`src/logic/turn_readout_pkg.sv`:
```
// What this block does
// - reading the upper turn register snapshots the lower half and marks it captured
// - position is 21-bit signed, read as 24-bit sign-extended value over two words
// - upper word bits 11:0 hold position bits 20:12 sign-extended to 12 bits
// - lower word bits 11:0 hold position bits 11:0 from the last upper read
// - lower word bit 13 shows captured, and clears once the lower word is read
// - bit 14 of readout words is set when an unmasked error or warning exists
// - upper word bit 13 shows count path, 0 zero crossing, 1 loop path
// - bit 12 of readout words makes the 16-bit word odd parity
// - loop-path count angle offered, with optional hysteresis under a select bit
// - count angle field is 12 bits, one step is 360/4096 degrees
// - count angle word bit 13 is the masked or of both supply-low flags
// - unlock code field bits 15:8 accepts writes and always reads zero
// - memory writes and special actions are refused unless unlocked
// - key register bit 0 reads one exactly while unlocked
package turn_readout_pkg;

	localparam int ADDR_W = 8;
	localparam int FIELD_W = 12;
	localparam int POS_W = 21;
	localparam int EVT_W = 4;

	// register indices; byte address is four times the index
	localparam logic [5:0] IDX_TURN_UPPER = 6'h36;
	localparam logic [5:0] IDX_TURN_LOWER = 6'h38;
	localparam logic [5:0] IDX_LOOP_ANGLE = 6'h3A;
	localparam logic [5:0] IDX_UNLOCK_KEY = 6'h3C;
	localparam logic [5:0] IDX_IRQ_STATUS = 6'h3E;
	localparam logic [5:0] IDX_IRQ_MASK = 6'h3F;

	localparam int BIT_ERR = 14;
	localparam int BIT_FLAG = 13;
	localparam int BIT_PAR = 12;
	localparam int KEY_LANE = 1;

	localparam logic [7:0] KEY_CODE_1 = 8'h27;
	localparam logic [7:0] KEY_CODE_2 = 8'h81;
	localparam logic [7:0] KEY_CODE_3 = 8'h1F;
	localparam logic [7:0] KEY_CODE_4 = 8'h77;

	localparam logic [1:0] RESP_OKAY = 2'h0;
	localparam logic [1:0] RESP_SLVERR = 2'h2;

	localparam int EVT_UNLOCK = 0;
	localparam int EVT_KEY_FAIL = 1;
	localparam int EVT_REFUSED = 2;
	localparam int EVT_CAPTURE = 3;

	typedef enum logic [2:0] {
		KEY_IDLE,
		KEY_GOT1,
		KEY_GOT2,
		KEY_GOT3,
		KEY_OPEN
	} key_step_t;

	typedef struct packed {
		logic [POS_W-1:0] turn_delta;
		logic [FIELD_W-1:0] pll_angle;
		logic [FIELD_W-1:0] hys_angle;
		logic count_source_config;
		logic count_hysteresis_select;
		logic [15:0] err_status;
		logic [15:0] err_mask;
		logic uv_analog;
		logic uv_digital;
		logic uv_mask;
	} sensor_in_t;

	typedef struct packed {
		logic [ADDR_W-1:0] awaddr;
		logic aw_held;
		logic [31:0] wdata;
		logic [3:0] wstrb;
		logic w_held;
		logic bvalid;
		logic [1:0] bresp;
		logic rvalid;
		logic [1:0] rresp;
		logic [31:0] rdata;
		logic [FIELD_W-1:0] lower_latch;
		logic captured;
		key_step_t key_step;
		logic [EVT_W-1:0] irq_status;
		logic [EVT_W-1:0] irq_mask;
	} state_t;

	localparam state_t STATE_RESET = '0;

endpackage

```
`src/logic/turn_count_readout_and_unlock.sv`:
```
// Decided for this implementation: the AXI4-Lite register port.
`timescale 1ns/10ps
`default_nettype none
module turn_count_readout_and_unlock
	import turn_readout_pkg::*;
(
	// clock and reset
	input wire logic aclk,
	input wire logic aresetn,
	// axi4-lite write address
	input wire logic [ADDR_W-1:0] awaddr,
	input wire logic [2:0] awprot,
	input wire logic awvalid,
	output logic awready,
	// axi4-lite write data and response
	input wire logic [31:0] wdata,
	input wire logic [3:0] wstrb,
	input wire logic wvalid,
	output logic wready,
	output logic [1:0] bresp,
	output logic bvalid,
	input wire logic bready,
	// axi4-lite read
	input wire logic [ADDR_W-1:0] araddr,
	input wire logic [2:0] arprot,
	input wire logic arvalid,
	output logic arready,
	output logic [31:0] rdata,
	output logic [1:0] rresp,
	output logic rvalid,
	input wire logic rready,
	// sensor core status
	input wire sensor_in_t sensor,
	// protected actions
	input wire logic nvm_write_req,
	input wire logic special_req,
	output logic nvm_write_en,
	output logic special_en,
	output logic unlocked_indicator,
	// interrupt
	output logic irq
);

	state_t s;
	state_t next_s;

	logic ar_hs;
	logic r_aligned;
	logic [5:0] r_idx;
	logic rd_upper;
	logic rd_lower;
	logic rd_angle;
	logic rd_key;
	logic rd_status;
	logic rd_mask;
	logic do_write;
	logic w_aligned;
	logic [5:0] w_idx;
	logic w_mapped;
	logic key_write;
	logic [7:0] key_code;
	logic [7:0] want_code;
	logic unlocked;
	logic error_summary_flag;
	logic supply_low_flag;
	logic count_path_select;
	logic [FIELD_W-1:0] upper_field;
	logic [FIELD_W-1:0] loop_turn_angle;
	logic [15:0] word_upper;
	logic [15:0] word_lower;
	logic [15:0] word_angle;
	logic [15:0] word_key;
	logic [EVT_W-1:0] events;
	logic [EVT_W-1:0] w1c;

	function automatic logic [15:0] make_word(
		input logic flag_hi,
		input logic flag_lo,
		input logic [FIELD_W-1:0] field
	);
		logic par;
		par = ~^{flag_hi, flag_lo, field};
		make_word = {1'b0, flag_hi, flag_lo, par, field};
	endfunction

	function automatic logic [7:0] expected_code(input key_step_t step);
		case (step)
			KEY_GOT1: expected_code = KEY_CODE_2;
			KEY_GOT2: expected_code = KEY_CODE_3;
			KEY_GOT3: expected_code = KEY_CODE_4;
			default: expected_code = KEY_CODE_1;
		endcase
	endfunction

	// bus handshakes
	assign awready = !s.aw_held && !s.bvalid;
	assign wready = !s.w_held && !s.bvalid;
	assign arready = !s.rvalid;
	assign bvalid = s.bvalid;
	assign bresp = s.bresp;
	assign rvalid = s.rvalid;
	assign rresp = s.rresp;
	assign rdata = s.rdata;

	// read decode
	assign ar_hs = arvalid && arready;
	assign r_aligned = araddr[1:0] == 2'h0;
	assign r_idx = araddr[ADDR_W-1:2];
	assign rd_upper = ar_hs && r_aligned && r_idx == IDX_TURN_UPPER;
	assign rd_lower = ar_hs && r_aligned && r_idx == IDX_TURN_LOWER;
	assign rd_angle = ar_hs && r_aligned && r_idx == IDX_LOOP_ANGLE;
	assign rd_key = ar_hs && r_aligned && r_idx == IDX_UNLOCK_KEY;
	assign rd_status = ar_hs && r_aligned && r_idx == IDX_IRQ_STATUS;
	assign rd_mask = ar_hs && r_aligned && r_idx == IDX_IRQ_MASK;

	// write decode; both halves are held so either may arrive first
	assign do_write = s.aw_held && s.w_held && !s.bvalid;
	assign w_aligned = s.awaddr[1:0] == 2'h0;
	assign w_idx = s.awaddr[ADDR_W-1:2];
	assign w_mapped = w_aligned && (w_idx == IDX_TURN_UPPER || w_idx == IDX_TURN_LOWER
		|| w_idx == IDX_LOOP_ANGLE || w_idx == IDX_UNLOCK_KEY
		|| w_idx == IDX_IRQ_STATUS || w_idx == IDX_IRQ_MASK);
	assign key_write = do_write && w_aligned && w_idx == IDX_UNLOCK_KEY && s.wstrb[KEY_LANE];
	assign key_code = s.wdata[15:8];
	assign want_code = expected_code(s.key_step);

	// unlock gating
	assign unlocked = s.key_step == KEY_OPEN;
	assign unlocked_indicator = unlocked;
	assign nvm_write_en = nvm_write_req && unlocked;
	assign special_en = special_req && unlocked;

	// readout words
	assign error_summary_flag = |(sensor.err_status & ~sensor.err_mask);
	assign supply_low_flag = (sensor.uv_analog || sensor.uv_digital) && !sensor.uv_mask;
	assign count_path_select = sensor.count_source_config;
	assign upper_field = {{3{sensor.turn_delta[POS_W-1]}}, sensor.turn_delta[POS_W-1:FIELD_W]};
	// hysteresis only changes the loop-path angle, never the plain one
	assign loop_turn_angle = sensor.count_hysteresis_select ? sensor.hys_angle
		: sensor.pll_angle;
	assign word_upper = make_word(error_summary_flag, count_path_select, upper_field);
	assign word_lower = make_word(error_summary_flag, s.captured, s.lower_latch);
	assign word_angle = make_word(error_summary_flag, supply_low_flag, loop_turn_angle);
	assign word_key = {8'h00, 7'h00, unlocked};

	// interrupt sources
	assign events[EVT_UNLOCK] = key_write && s.key_step == KEY_GOT3 && key_code == KEY_CODE_4;
	assign events[EVT_KEY_FAIL] = key_write && key_code != want_code;
	assign events[EVT_REFUSED] = (nvm_write_req || special_req) && !unlocked;
	assign events[EVT_CAPTURE] = rd_upper;
	assign w1c = (do_write && w_aligned && w_idx == IDX_IRQ_STATUS && s.wstrb[0])
		? s.wdata[EVT_W-1:0] : '0;
	assign irq = |(s.irq_status & s.irq_mask);

	always_comb begin
		next_s = s;
		// write channel
		if (awvalid && awready) begin
			next_s.awaddr = awaddr;
			next_s.aw_held = 1'b1;
		end
		if (wvalid && wready) begin
			next_s.wdata = wdata;
			next_s.wstrb = wstrb;
			next_s.w_held = 1'b1;
		end
		if (s.bvalid && bready) begin
			next_s.bvalid = 1'b0;
		end
		if (do_write) begin
			next_s.aw_held = 1'b0;
			next_s.w_held = 1'b0;
			next_s.bvalid = 1'b1;
			next_s.bresp = w_mapped ? RESP_OKAY : RESP_SLVERR;
			if (w_aligned && w_idx == IDX_IRQ_MASK && s.wstrb[0]) begin
				next_s.irq_mask = s.wdata[EVT_W-1:0];
			end
		end
		// unlock sequence; a stray 0x27 counts as a fresh first step
		if (key_write) begin
			if (key_code == want_code && s.key_step != KEY_OPEN) begin
				case (s.key_step)
					KEY_IDLE: next_s.key_step = KEY_GOT1;
					KEY_GOT1: next_s.key_step = KEY_GOT2;
					KEY_GOT2: next_s.key_step = KEY_GOT3;
					KEY_GOT3: next_s.key_step = KEY_OPEN;
					default: next_s.key_step = KEY_IDLE;
				endcase
			end else if (key_code == KEY_CODE_1) begin
				next_s.key_step = KEY_GOT1;
			end else begin
				next_s.key_step = KEY_IDLE;
			end
		end
		// read channel
		if (s.rvalid && rready) begin
			next_s.rvalid = 1'b0;
		end
		if (ar_hs) begin
			next_s.rvalid = 1'b1;
			next_s.rresp = RESP_OKAY;
			next_s.rdata = '0;
			if (rd_upper) begin
				next_s.rdata[15:0] = word_upper;
				next_s.lower_latch = sensor.turn_delta[FIELD_W-1:0];
				next_s.captured = 1'b1;
			end else if (rd_lower) begin
				next_s.rdata[15:0] = word_lower;
				next_s.captured = 1'b0;
			end else if (rd_angle) begin
				next_s.rdata[15:0] = word_angle;
			end else if (rd_key) begin
				next_s.rdata[15:0] = word_key;
			end else if (rd_status) begin
				next_s.rdata[EVT_W-1:0] = s.irq_status;
			end else if (rd_mask) begin
				next_s.rdata[EVT_W-1:0] = s.irq_mask;
			end else begin
				next_s.rresp = RESP_SLVERR;
			end
		end
		// new events win over a same-cycle clear
		next_s.irq_status = (s.irq_status & ~w1c) | events;
	end

	always_ff @(posedge aclk) begin
		if (!aresetn) begin
			s <= STATE_RESET;
		end else begin
			s <= next_s;
		end
	end
endmodule
`default_nettype wire

```
`config.mk`:
```
export PLATFORM = sky130hd
export DESIGN_NAME = turn_count_readout_and_unlock
export DESIGN_NICKNAME = d
export VERILOG_FILES = /design/src/logic/turn_readout_pkg.sv /design/src/logic/turn_count_readout_and_unlock.sv
export SDC_FILE = /design/constraint.sdc
export NUM_CORES = 1
export LEC_CHECK = 0
export ABC_AREA = 0
export BUFFER_PORTS_ARGS = -buffer_cell sky130_fd_sc_hd__buf_2
export CORE_ASPECT_RATIO = 1.1
export CORE_MARGIN = 2
export CORE_UTILIZATION = 51
export CTS_CLUSTER_SIZE = 10
export DETAILED_ROUTE_END_ITERATION = 7
export GPL_ROUTABILITY_DRIVEN = 0
export PLACE_DENSITY = 0.87
export SKIP_CTS_REPAIR_TIMING = 1
export SYNTH_ARGS = -nofsm -noshare
export SYNTH_HDL_FRONTEND = slang
export SYNTH_SLANG_ARGS = --single-unit
```
`constraint.sdc`:
```
create_clock -name aclk -period 2.9 [get_ports aclk]
set_clock_uncertainty 0.05 [all_clocks]
set_input_delay 0.435 -clock aclk [delete_from_list [all_inputs] [get_ports aclk]]
set_output_delay 0.435 -clock aclk [all_outputs]
set_load 0.005 [all_outputs]
```
==> impl_results.md, run 1 <==
* YS warnings at 0
* Final wirelength at ~10000 µm
* Final setup viols at 0
* WS Path Type: reg2out
* Clock Power Share at 0.369
* Initial Utilization at 0.5176
* Syn avg cell area at 7.882 µm²
* HPWL after DPL at between 8000 and 9000 µm
* Post-synthesis compound-gate area fraction at 0.1844
* Synth area leaders: dfxtp_1 (33%), nand2_1 (8.6%), a21oi_1 (7.9%)
* Largest family of logic cells by synthesized area: simple AND/OR/NAND/NOR gates
* Required @ worst endpoint at about 2.4 ns
* Detailed Routing Iterations Pass 1 at 4
* Largest net degree at the start of global routing at 26
* Final worst path period share at 0.7645
* HP Class: in2reg
* Max Fclk at 451.0 MHz
* Bufs on Longest Clock Path at 2
* Slew @ Worst Pin at between 0.6 and 0.7 ns
* Worst setup EP type: primary output
* Final Hold Viols at 0
* Synthesized flop and latch total at 67
* Drt wl/cell at 13.99 µm
* Grt ovf at 0
* Layout Nets at about 790
* Clk slew on worst S/H paths at ~0.070 ns
* CP Launch Type: register
* Critical path, cell by cell: nor3b_1, and2_1, buf_2
* Area delta synth->final at 19.02%
* Peak supply drop at 0.3715 mV
* Clk sinks at 67
* Htree depth at 3
* Top cells by count, synth: nand2_1 (93), dfxtp_1 (67), a21oi_1 (64), buf_4 (38), nor2_1 (32)
* Area share of the largest cell type after synthesis at 0.3311
* Final core occ at 0.6160
* Net switching power at 551.8 µW
* Initial antenna violation count at 0
* Area leader, netlist: dfxtp_1
* Inserted Clock Buffers at 9
* Io pins at between 150 and 200
* Filler cell count at approximately 740
* Post-Syn Area at 4051 µm²
* Outcome: finished, final reports clean
* Seq/Total Area, Yosys at 0.3311
* Final Max Slew Viols at 0
* Yosys cell types at 59
* Clk root buf: clkbuf_8
* Worst path max stage delay at 0.59 ns
* Max-cap violations at 0
* DR vias at a little under 4000
* Sw frac at 0.2607
* Critical Path Fanout Max at 7
* Core Footprint at around 7800 µm²
* Synthesized-area fraction occupied by and/or/nand/nor cells at 0.2301
* Worst skew pair latency at between 0.3 and 0.4 ns
* First DRT Iteration DRCs at around 190
* Comb pwr share at 0.170
* DR vias/cell at between 5 and 6
* Critical path data arrival time at ~1.7 ns
* GRT Total Usage at 0.2398
* Cell Pwr Density at 438.9 nW/µm²
* Number of global-route vias before repair at around 3800
* Port Buf Inserts at 146
* Die X at roughly 90 µm
* Leakage at ~2 nW
* Fin crit period at approximately 2.2 ns
* Placed Cells at 733
* Flop pwr share at 0.461
* Number of synthesized flops with an enable pin at 0
* DR DRC count at 0
* Slew headroom at 0.5628
* Cell Count, Final, Fillers Out at 748
* Antenna cells at 0
* Cell count after synthesis at about 510
* Unrepaired setup endpoints after global routing: no
* First-pass GRT wire length at 16400 µm
* Site row count at 34
* Most common cell in the synthesized netlist: nand2_1
* Hold_ws at ~0.27 ns
* Most frequently used flop master after synthesis: dfxtp_1
* Final TNS setup at 0 ns
* Post-DRT Antenna Nets at 0
* Mux contribution to synthesized area at 0.05374
* Chip height at between 90 and 100 µm
* Share of layout cells above drive strength 1 at 0.3000
* Die area at slightly below 9000 µm²
* TritonCTS clock tree: yes
* Synth Area in XOR/XNOR at 0.08771
* Slowest stage cell, crit path: nor3b_1
* Synthesized-area fraction occupied by adder cells at 0
* Async SR Flop Fraction at 0
* Internal at 1.565 mW
==> state kept, by name, summed over array words and instances, names as in the netlist <==
name,flops
bresp,1
rdata,15
s,40
rvalid,1
bvalid,1
key_code,8
rresp,1
==> power by group through the flow <==
stage / sequential [mW] / combinational [mW] / clock, mW
after global placement: 0.994 / 0.347 / 0
final: 0.976 / 0.359 / 0.782
after global routing: 0.980 / 0.396 / 0.833
after CTS: 0.976 / 0.361 / 0.782
after floorplan: 0.988 / 0.246 / 0
after detailed placement: 0.997 / 0.358 / 0
==> critical path, delay by kind of cell (launching register included) <==
family | cells | cell delay [ns]
buf+inv | 1 | 0.12
simple gates | 2 | 0.82
flops | 1 | 0.45
==> through the flow <==
step | power (mW) | instance area, µm² | worst slack (ns)
3_3_place_gp | 1.341 | 4628 | 0.4466
6_report | 2.117 | 4822 | 0.6829
5_1_grt | 2.210 | 4822 | 0.5520
2_1_floorplan | 1.235 | 4119 | 0.8820
4_1_cts | 2.119 | 4822 | 0.6852
3_5_place_dp | 1.355 | 4628 | 0.3550
==> final timing paths <==
check                           depth (start not counted)      endpoint  startpoint  slack [ns]
worst max register to register                          7      rdata[2]      rvalid        0.69
worst min-delay path                                    3        s[101]   awaddr[1]        0.27
worst max-delay path                                    3  nvm_write_en       s[10]        0.68
worst min register to register                          2      rdata[7]    rdata[7]        0.40
==> layout by cell type, fill, tap and decap left out, types with 5 or more instances in the layout <==
cell | Yosys | final
inv_1 | 8 | 8
buf_4 | 38 | 7
xnor2_1 | 27 | 27
nand2_1 | 93 | 93
nor2_1 | 32 | 32
mux2i_1 | 8 | 8
mux2_2 | 10 | 10
buf_2 | 3 | 146
o21ai_0 | 11 | 11
nand2b_1 | 5 | 5
nor3b_1 | 5 | 5
nor2b_1 | 15 | 15
nor3_1 | 5 | 5
conb_1 | 1 | 19
clkbuf_8 | 0 | 11
o21ai_1 | 7 | 7
dfxtp_1 | 67 | 67
nand3_1 | 6 | 6
a22oi_1 | 10 | 10
and2_1 | 8 | 8
a21oi_1 | 64 | 64
xor2_1 | 11 | 11
==> layer usage <==
metal,vias up,GRT usage,share of wire
met5,-,0,0
met4,0,0.09644,0.029
met3,24,0.04163,0.071
met2,158,0.4661,0.53
met1,1785,0.2402,0.37
li1,1947,-,-
==> area by class of cell <==
class	count	area [µm²]	area share
well taps	108	135.1	0.02802
repair buffers	153	783.3	0.1624
clock buffers	13	158.9	0.03295
clock inverters	2	35.03	0.007265
flip-flops and latches	67	1341	0.2782
multi-input cells	393	2323	0.4818
inverters	12	45.04	0.009341
==> cells by family after synthesis <==
| kind of cell | Yosys count |
|---|---|
| and+or+nand+nor | 192 |
| AOI/OAI and AO/OA | 123 |
| buffers and inverters | 72 |
| DFF | 67 |
| xor gates and xnor gates | 39 |
| muxes | 20 |
| other | 1 |
Power figures use the tool's default switching activity.
==> run 2, diff against run 1 <==
--- a/config.mk
+++ b/config.mk
@@ -9,11 +9,11 @@
 export BUFFER_PORTS_ARGS = -buffer_cell sky130_fd_sc_hd__buf_2
 export CORE_ASPECT_RATIO = 1.1
 export CORE_MARGIN = 2
-export CORE_UTILIZATION = 51
+export CORE_UTILIZATION = 47
 export CTS_CLUSTER_SIZE = 10
 export DETAILED_ROUTE_END_ITERATION = 7
 export GPL_ROUTABILITY_DRIVEN = 0
-export PLACE_DENSITY = 0.87
+export PLACE_DENSITY = 0.81
 export SKIP_CTS_REPAIR_TIMING = 1
 export SYNTH_ARGS = -nofsm -noshare
 export SYNTH_HDL_FRONTEND = slang
==> constraint.sdc (replaced) <==
create_clock -name aclk -period 2.1 [get_ports aclk]
set_clock_uncertainty 0.05 [all_clocks]
set_input_delay 0.315 -clock aclk [delete_from_list [all_inputs] [get_ports aclk]]
set_output_delay 0.315 -clock aclk [all_outputs]
set_load 0.005 [all_outputs]
==> impl_results.md, run 2 (same netlist as run 1, synthesis figures left out) <==
* Port Buf Inserts at 146 (unchanged)
* Bufs on Longest Clock Path at 2 (unchanged)
* Initial Utilization at 0.4844 (-0.03322)
* Io pins at 194 (unchanged)
* Unrepaired setup endpoints after global routing: yes
* Slew headroom at 0.5951 (+0.03237)
* Top cell family by delay on the critical path: simple AND/OR/NAND/NOR gates
* Most frequent cells in the layout: buf_2 (146), nand2_1 (93), dfxtp_1 (66), a21oi_1 (64), nor2_1 (32)
* TritonCTS clock tree: yes
* DR vias/cell at 5.182 (-0.96%)
* DR DRC count at 0 (unchanged)
* Post-DRT Antenna Nets at 0 (unchanged)
* First-pass GRT wire length at 16600 µm (+1.2%)
* Site row count at 35 (+2.9%)
* Cell Count, Final, Fillers Out at 762 (+1.9%)
* Number of global-route vias before repair at 3748 (-0.40%)
* Final wirelength at 10730 µm (+2.5%)
* Total power at 2.833 mW (+34%)
* Clk slew on worst S/H paths at 0.07 ns (about the same)
* Worst setup EP type: register
* CP Launch Type: register
* Max reg flops at 40 (unchanged)
* R2r setup slk at 0.11 ns (-0.58 ns)
* Layout Nets at 797 (+1.5%)
* Clk sinks at 67 (unchanged)
* Chip height at 101.4 µm (+4.0%)
* Slowest stage cell, crit path: dfxtp_2
* Max Fclk at approximately 500 MHz
* Htree depth at 3 (unchanged)
* GRT Total Usage at 0.2230 (-0.01676)
* Die X at 92.53 µm (+4.0%)
* Cell Pwr Density at 573.1 nW/µm² (+31%)
* Worst path max stage delay at 0.34 ns (-0.25 ns)
* Biggest register: s
* Critical Path Fanout Max at 7 (unchanged)
* Inserted Clock Buffers at 9 (unchanged)
* CP bufs+invs at 2 (+1)
* Final Hold Viols at 0 (unchanged)
* Die area at 9380 µm² (+8.1%)
* Critical path, cell by cell: nand2b_4, nor4_4, buf_4, buf_6, nand2_4, nor3_4, a221o_1, o21ai_1, a21oi_1
* Slew @ Worst Pin at 0.6069 ns (-0.04748 ns)
* Grt ovf at 0 (unchanged)
* HPWL after DPL at 8470 µm (+1.7%)
* Outcome: finished, final reports clean
* Detailed Routing Iterations Pass 1 at 5 (+1)
* Max-cap violations at 0 (unchanged)
* Peak supply drop at 0.4843 mV (+30%)
* Initial antenna violation count at 1 (+1)
* Placed cell area at 4732 µm² (+2.2%)
* Final instance area at 4942 µm² (+2.5%)
* Final worst path period share at 0.9494
* HP Class: in2reg
* Core Footprint at 8364 µm² (+6.9%)
* Sequential cell area at 1343 µm² (about the same)
* Share of layout cells above drive strength 1 at 0.3169 (+0.01692)
* Clk root buf: clkbuf_8
* Most common cell after layout, fill and taps aside: buf_2
* Placed Cells at 746 (+1.8%)
* Worst skew pair latency at 0.33 ns (-0.02 ns)
* Final Max Slew Viols at 0 (unchanged)
* Required @ worst endpoint at 2.31 ns (-0.10 ns)
* Largest net degree at the start of global routing at 58 (+120%)
* Filler cell count at 789 (+6.9%)
* Fin crit period at 1.994 ns
* Final setup viols at 0 (unchanged)
* Drt wl/cell at 14.08 µm (+0.59%)
* Critical path data arrival time at 2.21 ns (+0.48 ns)
* Footprint of the multi-input gates at 2338 µm² (+0.65%)
* WS Path Type: reg2reg
* DR vias at 3949 (+0.89%)
* Area delta synth->final at 21.99%
* First DRT Iteration DRCs at 185 (-1.1%)
* Leakage at 2.116 nW (+3.8%)
## run 2: cell types whose count changed in the layout (fill, tap and decap cells not counted), sizes merged
cell    previous run  this run
clkinv             1         3
buf              153       165
diode              0         1
clkbuf            13         9
## run 2: routing by layer
metal  vias to the layer above  global-route usage  share of wire
met1                      1797              0.2176           0.37
met2                       154              0.4329           0.53
li1                       1974                   -              -
met4                         0              0.1160          0.032
met5                         -                   0              0
met3                        24             0.05506          0.073
## run 2: worst reg2reg max path, delay by kind of cell, from the launching register on
family	cells	cell delay (ns)
simple gates	4	0.78
flops	1	0.34
compound gates	3	0.44
buf+inv	2	0.32
## run 2: report_power, final
part / total, mW / internal (mW) / switching (mW)
sequential: 1.35 / 1.31 / 0.0352
combinational: 0.512 / 0.252 / 0.260
clock: 0.973 / 0.522 / 0.451
## run 2: worst paths after layout
check,end,cells past startpoint,startpoint
max reg2reg,rdata[4],9,rvalid
min reg2reg,rdata[5],2,rdata[5]
min,s[23],3,sensor[72]
max,rdata[4],9,rvalid
## run 2: cell type report
type / instances / share of cell area
Multi-Input combinational cell: 393 / 0.4732
Sequential cell: 67 / 0.2716
Timing Repair Buffer: 165 / 0.1833
Tap cell: 111 / 0.02810
Clock buffer: 9 / 0.02506
Clock inverter: 4 / 0.009114
Inverter: 12 / 0.009114
Antenna cell: 1 / 0.0005063
## run 2: through the flow
stage	setup slack, ns	util	hold slack, ns	TNS [ns]
6_report	0.1062	0.5909	0.1642	0
5_1_grt	-0.003796	0.5909	0.1559	-0.003796
4_1_cts	-0.005616	0.5859	0.1500	-0.005616
3_5_place_dp	-0.1128	0.5657	0.3903	-0.1128
3_3_place_gp	-0.05954	0.5657	0.3872	-0.05954
2_1_floorplan	0.1829	-	0.3817	0
